`src/common/scw_defines.vh`:
```
// Constants of the stepper control-word unit: APB offsets, control word codes,
// queue size, reset values and timing. Assumes a 50 MHz module clock.
`ifndef SCW_DEFINES_VH
`define SCW_DEFINES_VH

// APB byte offsets (low address byte; upper bits must be zero)
`define SCW_A_CTRL   8'h00
`define SCW_A_STATUS 8'h04
`define SCW_A_CMD    8'h08
`define SCW_A_RATE   8'h0C
`define SCW_A_ACC    8'h10
`define SCW_A_ISTAT  8'h14
`define SCW_A_IMASK  8'h18

// Control word numbers
`define SCW_CW_NONE   16'h0000
`define SCW_CW_ENABLE 16'h0001
`define SCW_CW_PAUSE  16'h0002
`define SCW_CW_CONT   16'h0003
`define SCW_CW_ESTOP  16'h0004
`define SCW_CW_CSTOP  16'h0005
`define SCW_CW_STEPDIR 16'h0006
`define SCW_CW_CWCCW  16'h0007

// Command queue
`define SCW_Q_DEPTH  3'h4
`define SCW_Q_EMPTY  3'h0
`define SCW_STEPS_ONE 16'h0001
`define SCW_STEPS_ZERO 16'h0000

// Reset values
`define SCW_RATE_RST 16'h03E8
`define SCW_ACC_RST  16'h0010
`define SCW_IMASK_RST 5'h00

// Step period at standstill, in clock cycles
`define SCW_START_PER 16'h4E20

// Step pulse width
`define SCW_CLK_NS    20
`define SCW_PULSE_NS  2000
`define SCW_PULSE_CYC ((`SCW_PULSE_NS + `SCW_CLK_NS - 1) / `SCW_CLK_NS)

`endif

```
`src/core/scw_unit.v`:
```
// Stepper control-word unit: APB register slave, control word interpreter,
// small profile command queue, step pulse generator with accel/decel ramp.
// Assumes one 50 MHz clock, synchronous active-high reset, an APB master.
//
// Added by the designer: the placing of the registers and the APB interface to the registers.
`timescale 1ns/1ps
`include "scw_defines.vh"

module scw_unit (
	// Clock and reset
	input  wire        clk,
	input  wire        rst,
	// APB slave
	input  wire        psel,
	input  wire        penable,
	input  wire        pwrite,
	input  wire [31:0] paddr,
	input  wire [31:0] pwdata,
	output reg  [31:0] prdata,
	output reg         pready,
	output reg         pslverr,
	// Motor driver
	output reg         step_output,
	output reg         dir_ccw_output,
	// Interrupt
	output reg         irq
);

	reg  [15:0] control_word_number;
	reg         cw_pending;
	reg         prof_en;
	reg         paused;
	reg         mode_cwccw;
	reg         last_illegal;
	reg         stop_pend;
	reg         moving;
	reg         decel;
	reg         dir_fwd;
	reg  [15:0] remain;
	reg  [15:0] cur_per;
	reg  [15:0] per_cnt;
	reg  [15:0] pulse_cnt;
	reg         pulse_on;
	reg  [15:0] rate;
	reg  [15:0] acc;
	reg  [4:0]  istat;
	reg  [4:0]  imask;
	reg  [16:0] q_mem [0:3];
	reg  [1:0]  q_wr;
	reg  [1:0]  q_rd;
	reg  [2:0]  q_cnt;
	reg  [31:0] rd_data;
	reg         rd_ok;

	// Bus decode
	wire        acc_phase = psel & penable & pready;
	wire        bus_wr    = acc_phase & pwrite;
	wire [7:0]  a         = paddr[7:0];
	wire        hi_zero   = (paddr[31:8] == 24'h000000);
	wire        wr_cw     = bus_wr & hi_zero & (a == `SCW_A_CTRL);
	wire        wr_cmd    = bus_wr & hi_zero & (a == `SCW_A_CMD);
	wire        wr_istat  = bus_wr & hi_zero & (a == `SCW_A_ISTAT);

	// Control word decode, valid in the single processing cycle
	wire cw_en    = cw_pending & (control_word_number == `SCW_CW_ENABLE);
	wire cw_pause = cw_pending & (control_word_number == `SCW_CW_PAUSE);
	wire cw_cont  = cw_pending & (control_word_number == `SCW_CW_CONT);
	wire cw_estop = cw_pending & (control_word_number == `SCW_CW_ESTOP);
	wire cw_cstop = cw_pending & (control_word_number == `SCW_CW_CSTOP);
	wire cw_sd    = cw_pending & (control_word_number == `SCW_CW_STEPDIR);
	wire cw_cc    = cw_pending & (control_word_number == `SCW_CW_CWCCW);
	wire cw_bad   = cw_pending & ((control_word_number == `SCW_CW_NONE) |
	                (control_word_number > `SCW_CW_CWCCW));

	// Queue
	wire        q_full = (q_cnt == `SCW_Q_DEPTH);
	wire        q_none = (q_cnt == `SCW_Q_EMPTY);
	wire [16:0] q_head = q_mem[q_rd];
	wire        cmd_ok = (pwdata[15:0] != `SCW_STEPS_ZERO);
	wire        push   = wr_cmd & cmd_ok & prof_en & ~q_full;
	wire        ovf    = wr_cmd & cmd_ok & prof_en & q_full;

	// Conditions that drop the enable at once and kill pulses
	wire kill = cw_estop | cw_bad | ovf;

	// Motion timing
	wire tick      = moving & (per_cnt >= cur_per);
	wire last_step = tick & ~decel & (remain == `SCW_STEPS_ONE);
	wire [16:0] per_up = {1'b0, cur_per} + {1'b0, acc};
	wire decel_end = tick & decel & (per_up >= {1'b0, `SCW_START_PER});

	// Continue while moving abandons the current command for the next one
	wire hop   = cw_cont & moving & ~q_none;
	// Pause only holds off new starts; a running move is left alone
	wire go_ok = (~paused | cw_cont) & ~cw_pause & ~decel;
	wire start = ~kill & ~cw_cstop & prof_en & ~q_none &
	             (hop | (go_ok & (~moving | last_step)));
	wire halt  = moving & ~start & (kill | decel_end | last_step);

	// Sticky event sources: done, illegal, queue empty, stopped, overflow
	wire       empty_ev = (cw_cont & q_none) | (last_step & q_none);
	wire [4:0] ev        = {ovf, halt, empty_ev, cw_bad, cw_pending};
	wire [4:0] clr       = wr_istat ? pwdata[4:0] : 5'h00;
	// Set wins over a clear in the same cycle
	wire [4:0] next_istat = (istat & ~clr) | ev;

	wire [31:0] status_word = {16'h0000, 4'h0, 1'b0, q_cnt, last_illegal,
	                           mode_cwccw, decel, moving, q_none, paused,
	                           cw_pending, prof_en};

	// Read mux and address check
	always @* begin
		rd_data = 32'h00000000;
		rd_ok   = 1'b1;
		if (!hi_zero) begin
			rd_ok = 1'b0;
		end else if (a == `SCW_A_CTRL) begin
			rd_data = {16'h0000, control_word_number};
		end else if (a == `SCW_A_STATUS) begin
			rd_data = status_word;
		end else if (a == `SCW_A_CMD) begin
			rd_data = 32'h00000000;
		end else if (a == `SCW_A_RATE) begin
			rd_data = {16'h0000, rate};
		end else if (a == `SCW_A_ACC) begin
			rd_data = {16'h0000, acc};
		end else if (a == `SCW_A_ISTAT) begin
			rd_data = {27'h0000000, istat};
		end else if (a == `SCW_A_IMASK) begin
			rd_data = {27'h0000000, imask};
		end else begin
			rd_ok = 1'b0;
		end
	end

	// Queue storage needs no reset; only the q_cnt entries starting at q_rd are ever read
	always @(posedge clk) begin
		if (push) begin
			q_mem[q_wr] <= pwdata[16:0];
		end
	end

	always @(posedge clk) begin
		if (rst) begin
			prdata              <= 32'h00000000;
			pready              <= 1'b0;
			pslverr             <= 1'b0;
			control_word_number <= `SCW_CW_NONE;
			cw_pending          <= 1'b0;
			prof_en             <= 1'b0;
			paused              <= 1'b0;
			mode_cwccw          <= 1'b0;
			last_illegal        <= 1'b0;
			stop_pend           <= 1'b0;
			moving              <= 1'b0;
			decel               <= 1'b0;
			dir_fwd             <= 1'b1;
			remain              <= `SCW_STEPS_ZERO;
			cur_per             <= `SCW_START_PER;
			per_cnt             <= 16'h0000;
			pulse_cnt           <= 16'h0000;
			pulse_on            <= 1'b0;
			rate                <= `SCW_RATE_RST;
			acc                 <= `SCW_ACC_RST;
			istat               <= 5'h00;
			imask               <= `SCW_IMASK_RST;
			q_wr                <= 2'h0;
			q_rd                <= 2'h0;
			q_cnt               <= `SCW_Q_EMPTY;
			step_output         <= 1'b0;
			dir_ccw_output      <= 1'b0;
			irq                 <= 1'b0;
		end else begin
			// No wait state; read data is registered in the setup cycle so it comes from a flop
			pready <= psel & ~penable & ~pready;
			if (psel & ~penable) begin
				prdata  <= rd_data;
				pslverr <= ~rd_ok;
			end else if (acc_phase) begin
				prdata  <= 32'h00000000;
				pslverr <= 1'b0;
			end

			// Control word intake; writes while pending are dropped
			if (wr_cw & ~cw_pending) begin
				control_word_number <= pwdata[15:0];
				cw_pending          <= 1'b1;
			end else if (cw_pending) begin
				cw_pending <= 1'b0;
			end
			if (cw_pending) begin
				last_illegal <= cw_bad;
			end
			if (cw_en) begin
				prof_en <= 1'b1;
			end
			if (cw_pause) begin
				paused <= 1'b1;
			end
			if (cw_cont) begin
				paused <= 1'b0;
			end
			if (cw_sd) begin
				mode_cwccw <= 1'b0;
			end
			if (cw_cc) begin
				mode_cwccw <= 1'b1;
			end
			if (kill | (stop_pend & decel_end) | (cw_cstop & ~moving)) begin
				prof_en <= 1'b0;
			end
			if (kill | halt) begin
				stop_pend <= 1'b0;
			end else if (cw_cstop & moving) begin
				stop_pend <= 1'b1;
			end

			// Queue pointers; a flush beats a push in the same cycle
			if (kill | cw_cstop | ~prof_en) begin
				q_wr  <= 2'h0;
				q_rd  <= 2'h0;
				q_cnt <= `SCW_Q_EMPTY;
			end else begin
				if (push) begin
					q_wr <= q_wr + 2'h1;
				end
				if (start) begin
					q_rd <= q_rd + 2'h1;
				end
				if (push & ~start) begin
					q_cnt <= q_cnt + 3'h1;
				end else if (start & ~push) begin
					q_cnt <= q_cnt - 3'h1;
				end
			end

			// Period ramp: shorten toward rate, lengthen while decelerating
			per_cnt <= (moving & ~tick) ? per_cnt + 16'h0001 : 16'h0000;
			if (tick) begin
				if (decel) begin
					cur_per <= per_up[15:0];
				end else if ({1'b0, cur_per} > {1'b0, rate} + {1'b0, acc}) begin
					cur_per <= cur_per - acc;
				end else begin
					cur_per <= rate;
				end
			end

			// Command sequencing
			if (start) begin
				moving  <= 1'b1;
				decel   <= 1'b0;
				remain  <= q_head[15:0];
				dir_fwd <= ~q_head[16];
				per_cnt <= 16'h0000;
				if (!moving) begin
					cur_per <= `SCW_START_PER;
				end
			end else if (halt) begin
				moving <= 1'b0;
				decel  <= 1'b0;
			end else begin
				if (moving & (cw_cstop | (cw_cont & q_none))) begin
					decel <= 1'b1;
				end
				if (tick & ~decel) begin
					remain <= remain - `SCW_STEPS_ONE;
				end
			end

			// Step pulse shaping; an emergency stop cuts the pulse short
			if (kill) begin
				pulse_on <= 1'b0;
			end else if (tick & ~decel_end) begin
				pulse_on  <= 1'b1;
				pulse_cnt <= 16'h0000;
			end else if (pulse_on) begin
				if ({16'h0000, pulse_cnt} == `SCW_PULSE_CYC - 1) begin
					pulse_on <= 1'b0;
				end
				pulse_cnt <= pulse_cnt + 16'h0001;
			end

			// Output pins
			if (mode_cwccw) begin
				step_output    <= pulse_on & dir_fwd;
				dir_ccw_output <= pulse_on & ~dir_fwd;
			end else begin
				step_output    <= pulse_on;
				dir_ccw_output <= ~dir_fwd;
			end

			// Configuration and interrupts
			if (bus_wr & hi_zero & (a == `SCW_A_RATE)) begin
				rate <= pwdata[15:0];
			end
			if (bus_wr & hi_zero & (a == `SCW_A_ACC)) begin
				acc <= pwdata[15:0];
			end
			if (bus_wr & hi_zero & (a == `SCW_A_IMASK)) begin
				imask <= pwdata[4:0];
			end
			istat <= next_istat;
			irq   <= |(next_istat & imask);
		end
	end

endmodule // scw_unit

```
`config.mk`:
```
export PLATFORM = sky130hd
export DESIGN_NAME = scw_unit
export DESIGN_NICKNAME = d
export VERILOG_FILES = /design/src/core/scw_unit.v
export VERILOG_INCLUDE_DIRS = /design/src /design/src/common
export SDC_FILE = /design/constraint.sdc
export NUM_CORES = 1
export LEC_CHECK = 0
export ABC_AREA = 1
export BUFFER_PORTS_ARGS = -buffer_cell sky130_fd_sc_hd__buf_2
export CAP_MARGIN = 20
export CORE_AREA = 2 2 156 158
export DETAILED_ROUTE_END_ITERATION = 10
export DIE_AREA = 0 0 158 160
export GPL_TIMING_DRIVEN = 0
export PLACE_DENSITY = 0.78
export SLEW_MARGIN = 20
export SYNTH_ARGS = -nofsm -noshare
export SYNTH_HDL_FRONTEND = slang
export SYNTH_SLANG_ARGS = --single-unit
```
`constraint.sdc`:
```
create_clock -name clk -period 3.9 [get_ports clk]
set_input_delay 0.195 -clock clk [delete_from_list [all_inputs] [get_ports clk]]
set_output_delay 0.195 -clock clk [all_outputs]
set_load 0.01 [all_outputs]
```
# Word level (Yosys, flattened, before mapping)

Memory sizes are Yosys's and may differ from the RTL's. A register that Yosys moved wholly into a read port is not among the register bits.
Cells that the tools add are included.

Memories: 1
Logic and storage cells: 220
Bits of input ports: 69
Output and inout bits: 37
Flip-flop bits (word level): 176
RAM bits: 68

Bitwise logic cells: 92
$add $sub $neg: 10
Reduce and logical (&&, ||, !) cells: 21
Multiplexer cells: 47
Magnitude comparators: 4
Equal/unequal tests: 17

Memories:

| memory | depth | width | read ports | clocked after Yosys merged registers in | write ports | RTL line      | source |
|---|---|---|---|---|---|---|---|
| q_mem  | 4     | 17    | 1          | 1                                       | 1           | scw_unit.v:48 | `reg [16:0] q_mem [0:3];` |

Operators with widths:

| kind                                                                 | number |
|---|---|
| two-way mux 16 bit                                                   | 16 |
| == test 16 x 3 -> 1 bit (second input constant)                      | 4 |
| two-way mux 32 bit                                                   | 2 |
| AND 1 bit                                                            | 53 |
| adder 16 x 16 -> 17 bit                                              | 2 |
| adder 16 x 1 -> 16 bit (second input constant)                       | 2 |
| == test 16 x 1 -> 1 bit (second input constant)                      | 2 |
| == test 16 x 2 -> 1 bit (second input constant)                      | 2 |
| == test 8 x 5 -> 1 bit (second input constant)                       | 3 |
| zero test 24 bit                                                     | 1 |
| two-way mux 1 bit                                                    | 22 |
| NOT 1 bit                                                            | 20 |
| greater-or-equal comparator 17 x 15 -> 1 bit (second input constant) | 1 |
| > comparator 16 x 17 -> 1 bit                                        | 1 |
| == test 16 x 7 -> 1 bit (second input constant)                      | 1 |
| == test 8 x 4 -> 1 bit (second input constant)                       | 2 |
| greater-or-equal comparator 16 bit                                   | 1 |
| > comparator 16 x 3 -> 1 bit (second input constant)                 | 1 |
| zero test 16 bit                                                     | 1 |
| nonzero test 16 bit                                                  | 1 |
| subtractor 16 x 1 -> 16 bit (second input constant)                  | 1 |
| subtractor 16 bit                                                    | 1 |
| two-way mux 5 bit                                                    | 3 |
| OR 1 bit                                                             | 15 |
| other kinds (18)                                                     | 33 |

# Longest topological paths before layout

Gate-level depths: netlist of run 1.

Depth in word-level cells: 20
Gate-level depth with buffers: 25
Depth with buffers taken out: 24

# Worst setup path before layout of run 1

Ideal clock, no wire load.

Kind: register -> register
From: register acc[2]
To: register cur_per[2]
Clock period less this slack: 3332 ps
Setup time: 122 ps
Arrival: 3210 ps
Setup slack: 568 ps
Data required time: 3778 ps
Buffers on the path: 2
Stages on the path, launching flop included: 21
Path through: dfxtp_1 -> ha_1 -> a21oi_1 -> nand2_1 -> a21oi_1 -> o21ai_0 -> a21boi_0 -> o21ai_0 -> nand2_1 -> nand2_1 -> a21oi_1 -> xor2_1 -> ha_1 -> nand3_1 -> nor3_1 -> a211oi_1 -> nand3_1 -> buf_2 -> buf_2 -> o21ai_0 -> a21oi_1

Longest elaborated chain between the ends: 7
Elaborated cells on any way between the ends: 9
Classes of those cells: add/sub (3); order compare (1); mux (5)

Ends and longest elaborated chain:

| element                       | RTL line       | source |
|---|---|---|
| start, declared               | scw_unit.v:45  | `reg [15:0] acc;` |
| start signal, assigned        | scw_unit.v:164 | `` acc <= `SCW_ACC_RST; `` |
| start signal, assigned        | scw_unit.v:298 | `acc <= pwdata[15:0];` |
| adder 16 x 16 -> 17 bit       | scw_unit.v:242 | `end else if ({1'b0, cur_per} > {1'b0, rate} + {1'b0, acc}) begin` |
| > comparator 16 x 17 -> 1 bit | scw_unit.v:242 |  |
| two-way mux 16 bit            | scw_unit.v:242 |  |
| two-way mux 16 bit (*)        | scw_unit.v:240 | `if (decel) begin` |
| two-way mux 16 bit (*)        | scw_unit.v:239 | `if (tick) begin` |
| two-way mux 16 bit            | scw_unit.v:256 | `if (!moving) begin` |
| two-way mux 16 bit (*)        | scw_unit.v:250 | `if (start) begin` |
| end signal, assigned          | scw_unit.v:241 | `cur_per <= per_up[15:0];` |
| end signal, assigned          | scw_unit.v:243 | `cur_per <= cur_per - acc;` |
| end signal, assigned          | scw_unit.v:257 | `` cur_per <= `SCW_START_PER; `` |
| end, declared                 | scw_unit.v:40  | `reg [15:0] cur_per;` |

Mark *: on every way between the ends. The rest lies on a longest branch, timed or not.
A chain may end at the register's enable or synchronous reset.

# Final worst setup path of run 1

From: register acc[0]
To: register cur_per[9]

Same word-level chain as after synthesis.

==> results of run 1 <==
-- layer usage --
metal	vias up	global-route usage
met5	-	0
met4	0	0.159
met3	177	0.0404
met2	643	0.556
met1	6163	0.394
li1	6510	-
-- cell families (layout without fill, tap and decap cells) --
kind of cell,after synthesis,count (layout),share of synthesized area
AND/OR/NAND/NOR,769,769,0.235
AO/OA/AOI/OAI,417,417,0.168
buffers and inverters,316,461,0.0948
flip-flops,230,230,0.380
adder cells (fa/ha/maj),92,92,0.0850
XOR/XNOR,59,59,0.0372
other,1,16,0.000270
-- where the power goes --
group / total, W / switching (W) / internal (W) / leakage [nW]
sequential: 0.00246 / 0.000000741 / 0.00246 / 1.92
combinational: 0.000155 / 0.000101 / 0.0000537 / 4.91
clock: 0.00267 / 0.00103 / 0.00164 / 0.450
-- repair_timing --
action,in CTS,in global routing
pin swaps,1,26
hold buffers,12,1
buffers inserted,0,4
hold endpoints to repair,42,1
cloned,0,2
endpoints found under the setup margin,16,34
gates resized for setup,10,72
-- flip-flops by register name, summed over array words and instances, names as in the netlist, 2 cells and up, named ones only --
name / count
acc: 16
control_word_number: 16
cur_per: 16
imask: 5
istat: 5
per_cnt: 16
prdata: 16
pulse_cnt: 16
q_cnt: 3
q_mem: 68
q_rd: 2
q_wr: 2
rate: 16
remain: 16
-- worst register-to-register path, cell delays in order, from the launching register on --
cell and delay, ns:
dfxtp_4 0.36, ha_4 0.17, fa_2 0.40, a21oi_2 0.16, o21bai_2 0.10, nand2_1 0.09, o211ai_1 0.21, xnor2_1 0.20
ha_1 0.35, nand4_1 0.23, inv_1 0.11, o21ai_0 0.12, nand2_1 0.15, nand2_1 0.09, nand2_1 0.06, nand2_1 0.04
nand2_1 0.05, nand2_1 0.04, nand2_1 0.08, nand3_2 0.15, buf_8 0.20, clkbuf_16 0.17, a21oi_4 0.14, o21ai_1 0.08
nand3_1 0.06
-- cells in the final DEF (no fill, tap or decap), types with 68 or more instances in the layout --
| master | netlist | layout |
|---|---|---|
| ha_1 | 88 | 86 |
| inv_1 | 224 | 222 |
| nand3_1 | 79 | 73 |
| nand2_1 | 387 | 382 |
| a21oi_1 | 183 | 172 |
| edfxtp_1 | 68 | 68 |
| o21ai_0 | 132 | 121 |
| nor2_1 | 209 | 204 |
| dfxtp_1 | 162 | 156 |
| buf_2 | 18 | 91 |
-- worst max path at each step --
| stage | startpoint | cells past startpoint | slack, ns | endpoint |
|---|---|---|---|---|
| after floorplan | acc[2] | 20 | 0.57 | cur_per[2] |
| after global placement | acc[2] | 21 | -0.33 | cur_per[14] |
| after detailed placement | acc[2] | 21 | -0.41 | cur_per[14] |
| after CTS | acc[0] | 22 | 0.02 | cur_per[9] |
| after global routing | acc[0] | 22 | -0.03 | cur_per[0] |
| final | acc[0] | 24 | 0.007 | cur_per[9] |
-- per-stage QoR --
stage	hold slack, ns	util	cell area (um2)
after global routing	0.00329	0.679	16200
after global placement	0.407	0.618	14700
after floorplan	0.294	-	14000
after CTS	0.00205	0.666	15900
after detailed placement	0.413	0.621	14800
final	0.0159	0.679	16200
-- area by class of cell --
class	instances	area, um2	area share
Clock buffer	30	676	0.0417
Buffer	81	457	0.0282
Sequential cell	230	5300	0.327
Clock inverter	18	259	0.0160
Timing Repair Buffer	97	619	0.0383
Inverter	235	887	0.0548
Tap cell	324	405	0.0250
Multi-Input combinational cell	1353	7580	0.469
==> metrics.txt, run 1 <==
final worst clock skew 0.0254 ns; IR drop worst, VDD 0.264 mV; vias in the first global route 12700; area leader, netlist dfxtp_1; die area 25300 um2; Die Y 160 um; Max-Cap Viols 0; Synth Register Bits 230; Bufs on Longest Clock Path 3; # H-tree levels 1; r2r endpoint cur_per[9]; DR vias 13500; Hold EP q_mem[3][12]; RSZ-0062 raised after global routing true; slew margin rel. 0.467; Mean Syn Cell Area 7.38 um2; Slowest-stage cell, CP fa_2; Syn Inst Count 1884; Top Ports 106; number of I/O port buffers 74; Final ANT Viol Nets 0; Pre-antenna DRT Iters 6; Max Fclk 257 MHz; final setup fails 0; WS Path Type reg2reg; synthesis warning total 0; Worst Max-Slew Pin Slew 0.793 ns; worst path buffer plus inverter count 3; Post-Layout Cell Count 2368; Most common cell on crit path nand2_1; EDFF count, synth 68; Post-DP HPWL 31300 um; total CTS buffers 26; synth cell count leaders 387 x nand2_1, 224 x inv_1, 209 x nor2_1, 183 x a21oi_1, 162 x dfxtp_1; clock sinks 230; crit-path max cell delay 0.40 ns; Layout Nets 2185; hold_sp pwdata[12]; predominant post-synthesis flop cell dfxtp_1; final hold violations 0; largest net degree at the start of global routing 14; Die X 158 um; Vias per Instance 5.70; CP startpoint kind flip-flop; pre-CTS setup slack -0.406 ns; Hold WC Path Type in2reg; final setup TNS 0 ns; wire per inst 17.5 um; met2 wire len 19800 um; initial core utilization 0.584; TritonCTS clock tree done; critical path fanouts, max 6; Seq/Total Area, Yosys 0.380; number of diodes 0; Final period util 0.998; Syn-to-layout area delta 16.4%; placed instance count 2301; FF-to-FF path depth 24; Critical R2R Launch acc[0]; met1 wire length 16000 um; Power, Total 0.00529 W; distinct cell type count after synthesis 55; filler cell count in the final layout 2004; Initial DRC Count 1344; met3 WL 3090 um; Reg clk slew, reported paths 0.07 ns; max-slew violations 0; layout cells sized above 1 0.129; crit-path cells ha_4, fa_2, a21oi_2, o21bai_2, nand2_1, o211ai_1, xnor2_1, ha_1, nand4_1, inv_1, o21ai_0, nand2_1, nand2_1, nand2_1, nand2_1, nand2_1, nand2_1, nand2_1, nand3_2, buf_8, clkbuf_16, a21oi_4, o21ai_1, nand3_1; top routing layer used met4; pwr dens 327 nW/um2; Yosys top cell area share 0.233; initial antenna violation count 0; CP top delay family simple AND/OR/NAND/NOR gates; synth top area cells dfxtp_1 23%, edfxtp_1 15%, nand2_1 10%; most numerous cell in the Yosys netlist nand2_1; global-route wire length before repair 64500 um; CP required 4.37 ns; hold path cells 1; clock tree root driver cell clkbuf_16; final setup margin 0.00715 ns; DRC violations left 0; Final Wtd Congestion 0.976; final wirelength 41500 um; remaining global-route overflow 0; run status completed; core area 23800 um2; critical path capture point type flip-flop; Syn Std Cell Area 13900 um2; Final Critical Period 3.89 ns; Leakage 7.28 nW; asr flop ratio synth 0; Worst EP arrival 4.36 ns; gr usage total 0.322; Worst-Skew Late Latency 0.54 ns; r2r setup slk 0.007 ns; row cnt 57
No activity file was read; power rests on OpenSTA's default activity.
==> run 2: changes to the inputs <==
Settings changed: CTS_BUF_LIST from default to sky130_fd_sc_hd__clkbuf_4.
==> metrics.txt, run 2 (same netlist as run 1, synthesis figures left out) <==
run status completed; initial antenna violation count 1; RSZ-0062 raised after global routing false; TritonCTS clock tree done; Sequential Power Share 0.535; remaining global-route overflow 0; combinational power share 0.035; final hold slack 0.0306 ns; total CTS buffers 59; CP required 4.53 ns; Bufs on Longest Clock Path 3; Final ANT Viol Nets 0; slew margin rel. 0.465; Biggest register q_mem; Clock power frac 0.430; critical path capture point type flip-flop; Hold WC Path Type in2reg; worst path buffer plus inverter count 3; wire per inst 17.0 um; most common cell after layout, fill and taps aside nand2_1; Vias per Instance 5.57; Final Wtd Congestion 0.976; clock tree root driver cell clkbuf_4; most frequent cells in the layout 385 x nand2_1, 223 x inv_1, 205 x nor2_1, 175 x a21oi_1, 156 x dfxtp_1; IR drop worst, VDD 0.184 mV; final worst clock skew 0.0508 ns; Die Y 160 um; final wirelength 41300 um; CP startpoint kind flip-flop; Internal Power 0.00344 W; crit-path max cell delay 0.37 ns; die area 25300 um2; Max Fclk 272 MHz; gr usage total 0.325; vias in the first global route 13000; Pre-antenna DRT Iters 8; global-route wire length before repair 64900 um; max-slew violations 0; Slowest-stage cell, CP dfxtp_4; Initial DRC Count 1170; max FFs per register 68; final setup fails 0; initial core utilization 0.584; pwr dens 289 nW/um2; Most common cell on crit path nand2_1; Worst-Skew Late Latency 0.74 ns; Worst EP arrival 4.30 ns; largest net degree at the start of global routing 20; Max-Cap Viols 0; Syn-to-layout area delta 14.4%; clock sinks 230; row cnt 57; DR vias 13600; number of I/O port buffers 74; Top Ports 106; # H-tree levels 2; critical path fanouts, max 10; Reg clk slew, reported paths 0.07 ns; WS Path Type reg2reg; Layout Nets 2226; Die X 158 um; P_sw 0.00115 W; Post-Layout Cell Count 2435; layout cells sized above 1 0.138; Final Critical Period 3.67 ns; CP top delay family simple AND/OR/NAND/NOR gates; Power, Total 0.00459 W; core area 23800 um2; final hold violations 0; Sw Share 0.250; Final period util 0.941; Leakage 7.25 nW; crit-path cells ha_2, fa_2, a21oi_2, o21bai_2, nand2_1, o211ai_1, xnor2_1, ha_1, nand4_1, inv_1, o21ai_0, nand2_1, nand2_1, nand2_1, nand2_1, nand2_1, nand2_1, nand2_1, nand3_2, buf_6, buf_6, nand2_1, nand3_2, a21oi_2; DRC violations left 0; Post-DP HPWL 31300 um; Worst Max-Slew Pin Slew 0.797 ns; final setup TNS 0 ns; placed instance count 2301
[run 2: cell count changes in the layout (fill, tap and decap cells not counted), sizes merged]
cell         previous run  this run
clkinv                 11        30
diode                   0         1
inv                   234       235
dlygate4sd3            13        22
clkbuf                 65       110
bufinv                  6         0
clkinvlp                2         0
[run 2: metrics by stage]
stage	instance area [um2]	util	worst slack [ns]
6_report	15900	0.667	0.228
5_1_grt	15900	0.667	0.00508
4_1_cts	15700	0.661	0.00115
3_5_place_dp	14800	0.621	-0.406
3_3_place_gp	14700	0.618	-0.328
2_1_floorplan	14000	-	0.568
[run 2: final timing paths]
kind	depth (start not counted)	slack [ns]	to	startpoint
setup reg to reg	24	0.23	cur_per[15]	acc[0]
hold / removal	5	0.03	istat[4]	pwrite
setup / recovery	24	0.23	cur_per[15]	acc[0]
hold reg to reg	1	0.45	dir_ccw_output	dir_fwd
[run 2: power by group through the flow]
| stage | Combinational (W) | Sequential, W | Clock [W] |
|---|---|---|---|
| after global placement | 0.000138 | 0.00251 | 0 |
| after detailed placement | 0.000140 | 0.00251 | 0 |
| after global routing | 0.000175 | 0.00246 | 0.00212 |
| after floorplan | 0.0000664 | 0.00251 | 0 |
| after CTS | 0.000157 | 0.00246 | 0.00199 |
| final | 0.000162 | 0.00246 | 0.00197 |
[run 2: area by class of cell]
class,count,area [um2]
fillers,2091,7920
multi-input cells,1353,7470
flip-flops and latches,230,5300
inverters,235,882
repair buffers,105,678
clock buffers,76,571
plain buffers,81,449
well taps,324,405
clock inverters,30,140
diodes,1,2.50
[run 2: what timing repair did]
| item | CTS | global route |
|---|---|---|
| pin swaps | 3 | 12 |
| endpoints found under the setup margin | 16 | 34 |
| gates resized for setup | 13 | 36 |
| hold buffers | 22 | 0 |
| setup buffers | 0 | 4 |
| hold endpoints to repair | 137 | 0 |
| cloned | 0 | 1 |
[run 2: metal layers]
layer  GRT usage  up-vias  routed length [um]
met2       0.560      580               20100
li1            -     6633                   -
met5           0        -                   0
met4       0.164        0                2060
met1       0.388     6193               16000
met3      0.0556      149                3140
[run 2: tightest hold or removal path: stages]
cell,delay (ns)
buf_2,0.09
inv_1,0.05
nor3_1,0.13
nand3_2,0.14
a21oi_1,0.07
